<file path="src/rtl/pss_defines.svh">
`ifndef PSS_DEFINES_SVH
`define PSS_DEFINES_SVH

// ----------------------------------------------------------------------
// Frequency encoding, 0.1 Hz per count
// ----------------------------------------------------------------------
`define PSS_SENTINEL 16'h270F
`define PSS_DEF_HIGH 16'h0258
`define PSS_DEF_MID 16'h012C
`define PSS_DEF_LOW 16'h0064
`define PSS_DEF_MAX 16'h04B0
`define PSS_DEF_ZERO 16'h0000
`define PSS_STEP 16'h0001

// ----------------------------------------------------------------------
// Preset slots: 0 high, 1 mid, 2 low, 3..14 speeds 4..15
// ----------------------------------------------------------------------
`define PSS_NPRE 15
`define PSS_IDX_HIGH 4'h0
`define PSS_IDX_MID 4'h1
`define PSS_IDX_LOW 4'h2
`define PSS_IDX_SPD4 4'h3
`define PSS_IDX_SPD5 4'h4
`define PSS_IDX_SPD6 4'h5
`define PSS_IDX_SPD7 4'h6
`define PSS_IDX_SPD8 4'h7

// ----------------------------------------------------------------------
// Register byte offsets
// ----------------------------------------------------------------------
`define PSS_A_PRESET_END 8'h38
`define PSS_A_MODE 8'h40
`define PSS_A_GUARD 8'h44
`define PSS_A_ASSIGN 8'h48
`define PSS_A_NET 8'h4C
`define PSS_A_PANEL 8'h50
`define PSS_A_MAX 8'h54
`define PSS_A_STATUS 8'h58
`define PSS_A_REMOTE 8'h5C
`define PSS_A_STORED 8'h60

// ----------------------------------------------------------------------
// Terminal function codes and modes
// ----------------------------------------------------------------------
`define PSS_NTERM 5
`define PSS_FN_LOW 4'h0
`define PSS_FN_MID 4'h1
`define PSS_FN_HIGH 4'h2
`define PSS_FN_EXT 4'h8
`define PSS_ASSIGN_RST 20'hFF210
`define PSS_MODE_PRESET 2'h0
`define PSS_MODE_STORE 2'h1
`define PSS_MODE_CLRRUN 2'h3

// ----------------------------------------------------------------------
// Synchronised pin vector positions
// ----------------------------------------------------------------------
`define PSS_P_FWD 5
`define PSS_P_REV 6
`define PSS_P_JOG 7
`define PSS_P_PID 8
`define PSS_P_EV 9
`define PSS_P_PANEL 10

// ----------------------------------------------------------------------
// Timing
// ----------------------------------------------------------------------
`define PSS_CLK_NS 25
`define PSS_MINUTE_S 60
`define PSS_STEP_US 1000

`endif

</file>
<file path="src/rtl/pss_pkg.sv">
package pss_pkg;

  // Bus handshake states, one bit changing per step except DONE back to IDLE.
  typedef enum logic [1:0]
  {
    PSS_BUS_IDLE = 2'h0,
    PSS_BUS_ACK = 2'h1,
    PSS_BUS_DONE = 2'h3
  } pss_bus_t;

  // Whole state of the top module.
  typedef struct packed
  {
    logic [10:0] sy1;
    logic [10:0] sy2;
    logic [14:0][15:0] pre;
    logic [1:0] mode;
    logic guard;
    logic [19:0] asg;
    logic [15:0] net;
    logic [15:0] panel;
    logic [15:0] maxf;
    logic [15:0] remote;
    logic [31:0] step;
    logic restore;
    logic run_d;
    logic ev_d;
    logic aux;
    logic [15:0] freq;
    pss_bus_t bus;
    logic wreq;
    logic [31:0] rdata;
  } pss_state_t;

  // Whole state of the storage scheduler.
  typedef struct packed
  {
    logic [31:0] cnt;
    logic [15:0] stored;
    logic wr;
    logic [15:0] wdata;
  } pss_nvs_t;

endpackage

</file>
<file path="src/rtl/pss_nvm_store.sv">
`timescale 1ns/1ps
`default_nettype none
`include "pss_defines.svh"

module pss_nvm_store #(
  parameter logic [31:0] MINUTE_CYC = 32'h8F0D_1800
) (
  input wire logic clk_i, // Core clock.
  input wire logic reset_n_i, // Asynchronous reset, active low.
  input wire logic ce_i, // Clock enable.
  input wire logic enable_i, // Storage mode selected.
  input wire logic idle_i, // Accelerate and decelerate equal.
  input wire logic save_now_i, // Immediate save request.
  input wire logic load_i, // Take load_val_i as stored copy.
  input wire logic [15:0] load_val_i, // Value restored at power-up.
  input wire logic [15:0] value_i, // Current remote frequency.
  output logic nvm_wr_o, // One-cycle write strobe.
  output logic [15:0] nvm_wdata_o, // Data for the write.
  output logic [15:0] stored_o // Last value written.
);

  pss_pkg::pss_nvs_t s_r;
  pss_pkg::pss_nvs_t s_nxt;

  // --------------------------------------------------------------------
  // Save scheduling
  // --------------------------------------------------------------------
  // The minute check writes only on change to spare memory endurance.
  always_comb
  begin
    s_nxt = s_r;
    if (ce_i)
    begin
      s_nxt.wr = 1'b0;
      if (!idle_i || !enable_i)
        s_nxt.cnt = '0;
      else if (s_r.cnt == MINUTE_CYC - 32'h1)
        s_nxt.cnt = '0;
      else
        s_nxt.cnt = s_r.cnt + 32'h1;
      if (load_i)
        s_nxt.stored = load_val_i;
      else if (enable_i && save_now_i)
      begin
        s_nxt.wr = 1'b1;
        s_nxt.wdata = value_i;
        s_nxt.stored = value_i;
      end
      else if (enable_i && idle_i && s_r.cnt == MINUTE_CYC - 32'h1 &&
               value_i != s_r.stored)
      begin
        s_nxt.wr = 1'b1;
        s_nxt.wdata = value_i;
        s_nxt.stored = value_i;
      end
    end
  end

  // State register.
  always_ff @(posedge clk_i or negedge reset_n_i)
  begin
    if (!reset_n_i)
      s_r <= '0;
    else
      s_r <= s_nxt;
  end

  assign nvm_wr_o = s_r.wr;
  assign nvm_wdata_o = s_r.wdata;
  assign stored_o = s_r.stored;
endmodule
`default_nettype wire

</file>
<file path="src/rtl/pss_top.sv">
// The register offsets and register access over Avalon-MM were decided locally.
`timescale 1ns/1ps
`default_nettype none
`include "pss_defines.svh"

module pss_top #(
  parameter logic [31:0] MINUTE_CYC =
    32'(64'(`PSS_MINUTE_S) * 64'd1000000000 / 64'(`PSS_CLK_NS)),
  parameter logic [31:0] STEP_CYC =
    32'(`PSS_STEP_US * 1000 / `PSS_CLK_NS)
) (
  input wire logic clk_i, // Core clock, 40 MHz.
  input wire logic reset_n_i, // Asynchronous reset, active low.
  input wire logic ce_i, // Clock enable, freezes all state.
  input wire logic [7:0] avs_address_i, // Avalon byte address.
  input wire logic avs_read_i, // Avalon read.
  input wire logic avs_write_i, // Avalon write.
  input wire logic [3:0] avs_byteenable_i, // Avalon byte enables.
  input wire logic [31:0] avs_writedata_i, // Avalon write data.
  output logic [31:0] avs_readdata_o, // Avalon read data.
  output logic avs_waitrequest_o, // Avalon wait request.
  input wire logic [4:0] term_i, // Virtual input terminals.
  input wire logic run_forward_i, // Forward run command.
  input wire logic run_reverse_i, // Reverse run command.
  input wire logic jog_active_i, // Jog operation in progress.
  input wire logic pid_active_i, // PID operation in progress.
  input wire logic ext24_supply_i, // Running from 24 V external supply.
  input wire logic panel_unit_i, // Panel operation, else network.
  input wire logic [15:0] nvm_rdata_i, // Stored frequency at power-up.
  output logic nvm_wr_o, // Nonvolatile write strobe.
  output logic [15:0] nvm_wdata_o, // Nonvolatile write data.
  output logic [15:0] freq_cmd_o, // Frequency command, 0.1 Hz.
  output logic aux_supply_indicator_o // Auxiliary supply indication.
);

  pss_pkg::pss_state_t s_r;
  pss_pkg::pss_state_t s_nxt;
  logic [15:0] stored;
  logic sel_h;
  logic sel_m;
  logic sel_l;
  logic sel_x;
  logic run;
  logic run_fall;
  logic ev_rise;
  logic remote_on;
  logic inhibit;
  logic save_now;
  logic [15:0] base;

  // ----------------------------------------------------------------------
  // Helper functions
  // ----------------------------------------------------------------------
  // True when any terminal carrying the given function code is active.
  function automatic logic fn_sel(input logic [19:0] asg,
                                  input logic [4:0] t,
                                  input logic [3:0] code);
    logic hit;
    hit = 1'b0;
    for (int i = 0; i < `PSS_NTERM; i++)
      if (t[i] && asg[i*4 +: 4] == code)
        hit = 1'b1;
    return hit;
  endfunction

  // Merge write data into an old word under the byte enables.
  function automatic logic [31:0] be_merge(input logic [31:0] old,
                                           input logic [31:0] wd,
                                           input logic [3:0] be);
    logic [31:0] r;
    r = old;
    for (int b = 0; b < 4; b++)
      if (be[b])
        r[b*8 +: 8] = wd[b*8 +: 8];
    return r;
  endfunction

  // ----------------------------------------------------------------------
  // Decoded inputs, all from the second synchroniser stage
  // ----------------------------------------------------------------------
  // Function assignment routes terminals; ext only exists if code 8 is set.
  assign sel_l = fn_sel(s_r.asg, s_r.sy2[4:0], `PSS_FN_LOW);
  assign sel_m = fn_sel(s_r.asg, s_r.sy2[4:0], `PSS_FN_MID);
  assign sel_h = fn_sel(s_r.asg, s_r.sy2[4:0], `PSS_FN_HIGH);
  assign sel_x = fn_sel(s_r.asg, s_r.sy2[4:0], `PSS_FN_EXT);
  assign run = s_r.sy2[`PSS_P_FWD] | s_r.sy2[`PSS_P_REV];
  assign run_fall = s_r.run_d & ~run;
  assign ev_rise = s_r.sy2[`PSS_P_EV] & ~s_r.ev_d;
  assign remote_on = s_r.mode != `PSS_MODE_PRESET;
  assign inhibit = s_r.sy2[`PSS_P_JOG] | s_r.sy2[`PSS_P_PID];
  assign save_now = run_fall | (ev_rise & run);
  // Base command depends on who operates the drive.
  assign base = s_r.sy2[`PSS_P_PANEL] ? s_r.panel : s_r.net;

  // ----------------------------------------------------------------------
  // Register read mux
  // ----------------------------------------------------------------------
  // Unmapped addresses read as zero.
  function automatic logic [31:0] reg_read(input logic [7:0] a,
                                           input pss_pkg::pss_state_t s,
                                           input logic [15:0] st);
    logic [31:0] r;
    r = '0;
    if (a <= `PSS_A_PRESET_END && a[1:0] == 2'h0)
      r[15:0] = s.pre[a[5:2]];
    else
      case (a)
        `PSS_A_MODE: r[1:0] = s.mode;
        `PSS_A_GUARD: r[0] = s.guard;
        `PSS_A_ASSIGN: r[19:0] = s.asg;
        `PSS_A_NET: r[15:0] = s.net;
        `PSS_A_PANEL: r[15:0] = s.panel;
        `PSS_A_MAX: r[15:0] = s.maxf;
        `PSS_A_STATUS: r[18:0] = {s.run_d, s.mode != `PSS_MODE_PRESET,
                                 s.aux, s.freq};
        `PSS_A_REMOTE: r[15:0] = s.remote;
        `PSS_A_STORED: r[15:0] = st;
        default: r = '0;
      endcase
    return r;
  endfunction

  // ----------------------------------------------------------------------
  // Next-state logic
  // ----------------------------------------------------------------------
  // Everything advances only while the clock enable is high.
  always_comb
  begin
    logic [31:0] w;
    logic [3:0] ci;
    logic cv;
    logic [15:0] pf;
    w = '0;
    ci = '0;
    cv = 1'b0;
    pf = '0;
    s_nxt = s_r;
    if (ce_i)
    begin
      // Pins are sampled twice before anything looks at them.
      s_nxt.sy1 = {panel_unit_i, ext24_supply_i, pid_active_i, jog_active_i,
                   run_reverse_i, run_forward_i, term_i};
      s_nxt.sy2 = s_r.sy1;
      s_nxt.run_d = run;
      s_nxt.ev_d = s_r.sy2[`PSS_P_EV];

      // Bus handshake: capture, answer one cycle later, then one idle.
      case (s_r.bus)
        pss_pkg::PSS_BUS_IDLE:
        begin
          if (avs_read_i || avs_write_i)
          begin
            s_nxt.bus = pss_pkg::PSS_BUS_ACK;
            s_nxt.wreq = 1'b0;
            s_nxt.rdata = reg_read(avs_address_i, s_r, stored);
          end
        end
        pss_pkg::PSS_BUS_ACK:
        begin
          s_nxt.bus = pss_pkg::PSS_BUS_DONE;
          s_nxt.wreq = 1'b1;
          if (avs_write_i)
          begin
            w = be_merge(reg_read(avs_address_i, s_r, stored),
                         avs_writedata_i, avs_byteenable_i);
            if (avs_address_i <= `PSS_A_PRESET_END &&
                avs_address_i[1:0] == 2'h0)
              s_nxt.pre[avs_address_i[5:2]] = w[15:0];
            else if (avs_address_i == `PSS_A_GUARD)
              s_nxt.guard = w[0];
            else if (avs_address_i == `PSS_A_NET)
              s_nxt.net = w[15:0];
            else if (avs_address_i == `PSS_A_PANEL)
              s_nxt.panel = w[15:0];
            else if (!s_r.guard)
            begin
              if (avs_address_i == `PSS_A_MODE)
                s_nxt.mode = w[1:0];
              else if (avs_address_i == `PSS_A_ASSIGN)
                s_nxt.asg = w[19:0];
              else if (avs_address_i == `PSS_A_MAX)
                s_nxt.maxf = w[15:0];
            end
          end
        end
        pss_pkg::PSS_BUS_DONE: s_nxt.bus = pss_pkg::PSS_BUS_IDLE;
        default:
        begin
          s_nxt.bus = pss_pkg::PSS_BUS_IDLE;
          s_nxt.wreq = 1'b1;
        end
      endcase

      // Preset decode: {ext, high, mid, low} picks one slot, or the base command when none is set.
      case ({sel_x, sel_h, sel_m, sel_l})
        4'b0110: begin ci = `PSS_IDX_SPD4; cv = 1'b1; end
        4'b0101: begin ci = `PSS_IDX_SPD5; cv = 1'b1; end
        4'b0011: begin ci = `PSS_IDX_SPD6; cv = 1'b1; end
        4'b0111: begin ci = `PSS_IDX_SPD7; cv = 1'b1; end
        default:
        begin
          ci = `PSS_IDX_SPD8 + {1'b0, sel_h, sel_m, sel_l};
          cv = sel_x;
        end
      endcase
      if (cv && s_r.pre[ci] != `PSS_SENTINEL)
        pf = s_r.pre[ci];
      else if (sel_x && ci == `PSS_IDX_SPD8)
        pf = s_r.pre[`PSS_IDX_LOW];
      else if (sel_l)
        pf = s_r.pre[`PSS_IDX_LOW];
      else if (sel_m)
        pf = s_r.pre[`PSS_IDX_MID];
      else if (sel_h)
        pf = s_r.pre[`PSS_IDX_HIGH];
      else
        pf = base;

      // Restore waits for a remote mode, as the mode resets to preset.
      if (s_r.restore)
      begin
        s_nxt.restore = s_r.mode == `PSS_MODE_PRESET;
        if (s_r.mode == `PSS_MODE_STORE)
          s_nxt.remote = nvm_rdata_i;
      end
      else if (remote_on && !inhibit)
      begin
        if (sel_l)
        begin
          s_nxt.remote = `PSS_DEF_ZERO;
          s_nxt.step = '0;
        end
        else if (sel_h != sel_m)
        begin
          if (s_r.step >= STEP_CYC - 32'h1)
          begin
            s_nxt.step = '0;
            if (sel_h && s_r.remote < s_r.maxf)
              s_nxt.remote = s_r.remote + `PSS_STEP;
            else if (sel_m && s_r.remote != `PSS_DEF_ZERO)
              s_nxt.remote = s_r.remote - `PSS_STEP;
          end
          else
            s_nxt.step = s_r.step + 32'h1;
        end
        else
          s_nxt.step = '0;
        if (s_r.mode == `PSS_MODE_CLRRUN && run_fall)
          s_nxt.remote = `PSS_DEF_ZERO;
      end
      // A lowered maximum pulls the adjustment down with it.
      if (s_nxt.remote > s_r.maxf)
        s_nxt.remote = s_r.maxf;

      // Indicator latches when the 24 V source takes over mid-run.
      if (ev_rise && run)
        s_nxt.aux = 1'b1;
      else if (!s_r.sy2[`PSS_P_EV])
        s_nxt.aux = 1'b0;

      // Output command; the sum cannot exceed base plus maximum.
      if (!remote_on)
        s_nxt.freq = pf;
      else if (inhibit)
        s_nxt.freq = base;
      else
        s_nxt.freq = base + s_r.remote;
    end
  end

  // ----------------------------------------------------------------------
  // State register
  // ----------------------------------------------------------------------
  // Reset loads constants only; the stored value is taken after release.
  always_ff @(posedge clk_i or negedge reset_n_i)
  begin
    if (!reset_n_i)
    begin
      s_r <= '0;
      s_r.pre <= {{12{`PSS_SENTINEL}}, `PSS_DEF_LOW, `PSS_DEF_MID,
                  `PSS_DEF_HIGH};
      s_r.asg <= `PSS_ASSIGN_RST;
      s_r.maxf <= `PSS_DEF_MAX;
      s_r.restore <= 1'b1;
      s_r.bus <= pss_pkg::PSS_BUS_IDLE;
      s_r.wreq <= 1'b1;
    end
    else
      s_r <= s_nxt;
  end

  // ----------------------------------------------------------------------
  // Storage scheduler
  // ----------------------------------------------------------------------
  // Saves happen only in the stored remote mode.
  pss_nvm_store #(
    .MINUTE_CYC(MINUTE_CYC)
  ) u_store (
    .clk_i(clk_i),
    .reset_n_i(reset_n_i),
    .ce_i(ce_i),
    .enable_i(s_r.mode == `PSS_MODE_STORE),
    .idle_i(sel_h == sel_m),
    .save_now_i(save_now),
    .load_i(s_r.restore),
    .load_val_i(nvm_rdata_i),
    .value_i(s_r.remote),
    .nvm_wr_o(nvm_wr_o),
    .nvm_wdata_o(nvm_wdata_o),
    .stored_o(stored)
  );

  assign avs_readdata_o = s_r.rdata;
  assign avs_waitrequest_o = s_r.wreq;
  assign freq_cmd_o = s_r.freq;
  assign aux_supply_indicator_o = s_r.aux;
endmodule
`default_nettype wire

</file>
<file path="config.mk">
export PLATFORM = sky130hd
export DESIGN_NAME = pss_top
export DESIGN_NICKNAME = d
export VERILOG_FILES = /design/src/rtl/pss_pkg.sv /design/src/rtl/pss_nvm_store.sv /design/src/rtl/pss_top.sv
export VERILOG_INCLUDE_DIRS = /design/src /design/src/rtl
export SDC_FILE = /design/constraint.sdc
export NUM_CORES = 1
export LEC_CHECK = 0
export CAP_MARGIN = 20
export CORE_MARGIN = 1.5
export CORE_UTILIZATION = 35
export DETAILED_ROUTE_END_ITERATION = 8
export DONT_BUFFER_PORTS = 1
export PLACE_DENSITY = 0.49
export SYNTH_ARGS = -nofsm -noshare
export SYNTH_HDL_FRONTEND = slang
export SYNTH_HIERARCHICAL = 1
export SYNTH_SLANG_ARGS = --single-unit
export TNS_END_PERCENT = 10
</file>
<file path="constraint.sdc">
create_clock -name clk_i -period 5.94 [get_ports clk_i]
set_input_delay 1.188 -clock clk_i [delete_from_list [all_inputs] [get_ports clk_i]]
set_output_delay 1.188 -clock clk_i [all_outputs]
set_load 0.01 [all_outputs]
</file>
==> reports/results.ini <==
[outcome]
run_status=finished, violations left
failed_checks=design-rule violations

[timing]
period_needed_ps=5600
slew_violations=0
hold_violations=0
max-slew-margin-rel_pct=27.1
clock_skew_ps=28.8
fin_ws_ps=337
setup_viol_count_final=0
min_period_over_period_pct=94.3
rsz0062_at_grt=no
tightest_slew_ps=1070
fin_hold_ws_ps=287
fmax_mhz=178
finalSetupTns_ps=0

[die]
dieArea_mm2=0.0868
num_io_pins=143
rows=106
die_h_um=295
coreArea_mm2=0.0840
initial_utilization_pct=35.4
dieWidth_um=295

[routing]
drt_wl_total_um=103000
wire_per_inst_um=26.0
ant_nets=0
drt_iter0_drc=2053
drcViolationCount=8
firstDrtPassIters=9
detail_route.vias_per_cell=5.84
vias=23200

[global_routing]
antenna_found_initial=6
grt_pass1_vias=23200
grt_start_max_net_pins=490
track_usage_pct=23.7
overflow=0
grt_pass1_wl_um=154000

[place]
numPortBuffers=0
dp_worst_setup_slack_ps=334
gp_congestion=0.899
dp_hpwl_um=74700

[clock_network]
root_buffer=clkbuf_16
cts_setup_buffers=0
clkTransAtPathRegs_ps=60
htree_levels=2
cts_tree=done
clock-sinks=489
cts_buffers=58
clock_tree.buffer_depth=3
clk-insertion-delay-late_ps=630

[power]
pwr_density_cell_mw_per_mm2=302
vdd_drop_max_mv=0.197
leakage_nw=14.4

[synth]
ys_seq_elements=489
ys_seq_area_share_pct=41.6
synth_edf_count=0
ys_warn_count=6
synth_area_mm2=0.0298
yosysTopAreaCell=dfrtp_1
synth_top_area_share_pct=30.8
netlist_instances=2852
synth_ff_type=dfrtp_1
ys_top_cells_by_area=dfrtp_1 31%, mux2_2 13%, dfstp_2 11%
ys_types=96
synthArstFlopShare_pct=100
syn_area_per_cell_um2=10.4

[worst_setup_path]
endpoint=freq_cmd_o[10]
path_class=reg2reg
required_ps=6430
path_max_fanout=19
critPathCaptureType=flip-flop
r2r_end=freq_cmd_o[10]
cp.arrival_ps=6090
crit_path_start=s_r[156]
rr_startpoint=s_r[156]
cp-start-kind=flip-flop
rrSetupSlack_ps=340
r2r_cells=20

[layout]
nFillCells=8145
drive_gt1_share_pct=28.5
num-nets-final=2922
area_delta_synth_final_pct=11.1

[min_path]
min_path_type=in2async

[flow_run]
cap_viol_max_count=0

-- cells by family (layout without fill, tap and decap cells) --
| group | after synthesis | count (layout) | synth area share, % |
|---|---|---|---|
| adder cells (fa/ha/maj) | 58 | 58 | 2.46 |
| multiplexers | 538 | 538 | 22.3 |
| buffers and inverters | 364 | 338 | 5.97 |
| flip-flops | 489 | 489 | 41.6 |
| AO/OA/AOI/OAI | 527 | 527 | 12.4 |
| XOR/XNOR | 64 | 64 | 1.88 |
| other | 1 | 15 | 0.0126 |
| AND/OR/NAND/NOR | 811 | 811 | 13.4 |
-- final cells by class --
cell class	instances	area, um2	share of cell area, %
Clock buffer	84	1650	4.99
Clock inverter	25	394	1.19
Antenna cell	3	7.51	0.0227
Timing Repair Buffer	129	1100	3.34
Tap cell	1134	1420	4.29
Multi-Input combinational cell	2010	15700	47.5
Sequential cell	489	12400	37.5
Inverter	100	375	1.14
-- where the power goes --
| part | total, mW | leakage [nW] | switching, mW | internal (mW) |
|---|---|---|---|---|
| registers | 3.65 | 6.24 | 0.188 | 3.46 |
| logic | 2.48 | 7.17 | 1.52 | 0.961 |
| clock network | 3.84 | 0.994 | 1.49 | 2.36 |
-- synth_stat cells (29+ instances only) --
master and count:
a211oi_1 47, a21o_1 29, a21oi_1 93, a22oi_1 39, and4_1 29, buf_4 84, clkbuf_1 121, dfrtp_1 366
dfstp_2 123, ha_1 57, inv_1 98, mux2_2 343, mux2i_1 119, mux4_2 60, nand2_1 261, nand3_1 102
nand4_1 32, nor2_1 197, nor3_1 36, o21ai_0 108, xor2_1 45
-- critical path: stages, from the launching register on --
cell and delay [ps]:
dfrtp_1 440, nor3b_1 420, a22oi_1 110, and4_1 250
inv_1 80, ha_1 270, inv_1 70, a221oi_1 200
and4_1 440, a211o_1 200, or3_1 210, buf_4 280
nor2_2 80, buf_4 240, a32o_1 240, a221oi_1 450
nand4_1 340, o31ai_1 350, a21oi_2 140, mux2_1 350
a221o_1 320
-- per-stage QoR --
step                      std cells  utilization (%)  total power [mW]  area [um2]
final                          3974             39.4              9.97       33100
after global routing           3972             39.4              10.4       33100
after CTS                      3964             39.2              10.0       32900
after detailed placement       3855             36.8              6.12       30900
after global placement         3853             36.7              6.11       30800
after floorplan                2863                -              5.16       29800
-- sequential cells by signal (all words and copies together), names as in the netlist --
signal / flops
u_store/nvm_wdata_o: 16
aux_supply_indicator_o: 1
avs_readdata_o: 20
freq_cmd_o: 16
avs_waitrequest_o: 1
u_store/nvm_wr_o: 1
u_store/stored_o: 16
u_store/s_r: 32
s_r: 386
-- worst min path at each step --
| stage | from | to | slack, ps | cells past startpoint |
|---|---|---|---|---|
| after global placement | s_r[164] | s_r[164] | 470 | 2 |
| after CTS | reset_n_i | s_r[72] | 260 | 0 |
| after floorplan | s_r[434] | s_r[423] | 450 | 2 |
| after global routing | reset_n_i | s_r[84] | 250 | 0 |
| final | reset_n_i | s_r[33] | 290 | 0 |
| after detailed placement | s_r[164] | s_r[164] | 470 | 2 |
-- routing by layer --
layer  vias up  global-route usage (%)  share of wire, %
met4         2                    6.64               2.5
met3       135                    5.26               7.9
li1      10300                       -                 -
met5         -                       0             0.013
met1     11900                    33.1                45
met2       830                    36.6                44
-- layout by cell type (no fill, tap or decap), types with 18 or more instances in the layout --
cell / instances
buf_4: 116
xor2_1: 45
mux2_2: 343
mux4_2: 60
nand2_1: 261
nand4_1: 32
nor4_1: 20
dfrtp_1: 366
a22oi_1: 39
xnor2_1: 19
clkbuf_16: 59
o21ai_0: 106
a31oi_1: 25
nor2_1: 196
dfstp_2: 123
a21oi_1: 92
and4_1: 29
and3_1: 28
a21o_1: 29
mux2i_1: 114
inv_1: 98
nand2b_1: 22
a211oi_1: 47
ha_1: 57
nand3_1: 102
a32oi_1: 18
nor3_1: 34
-- timing repair --
action / 4_1_cts / 5_1_grt
setup endpoints to repair: 0 / 16
hold buffers: 0 / 0
gates resized for setup: 0 / 5
endpoints found under the hold margin: 0 / 0
(Power assumes the default switching activity.)
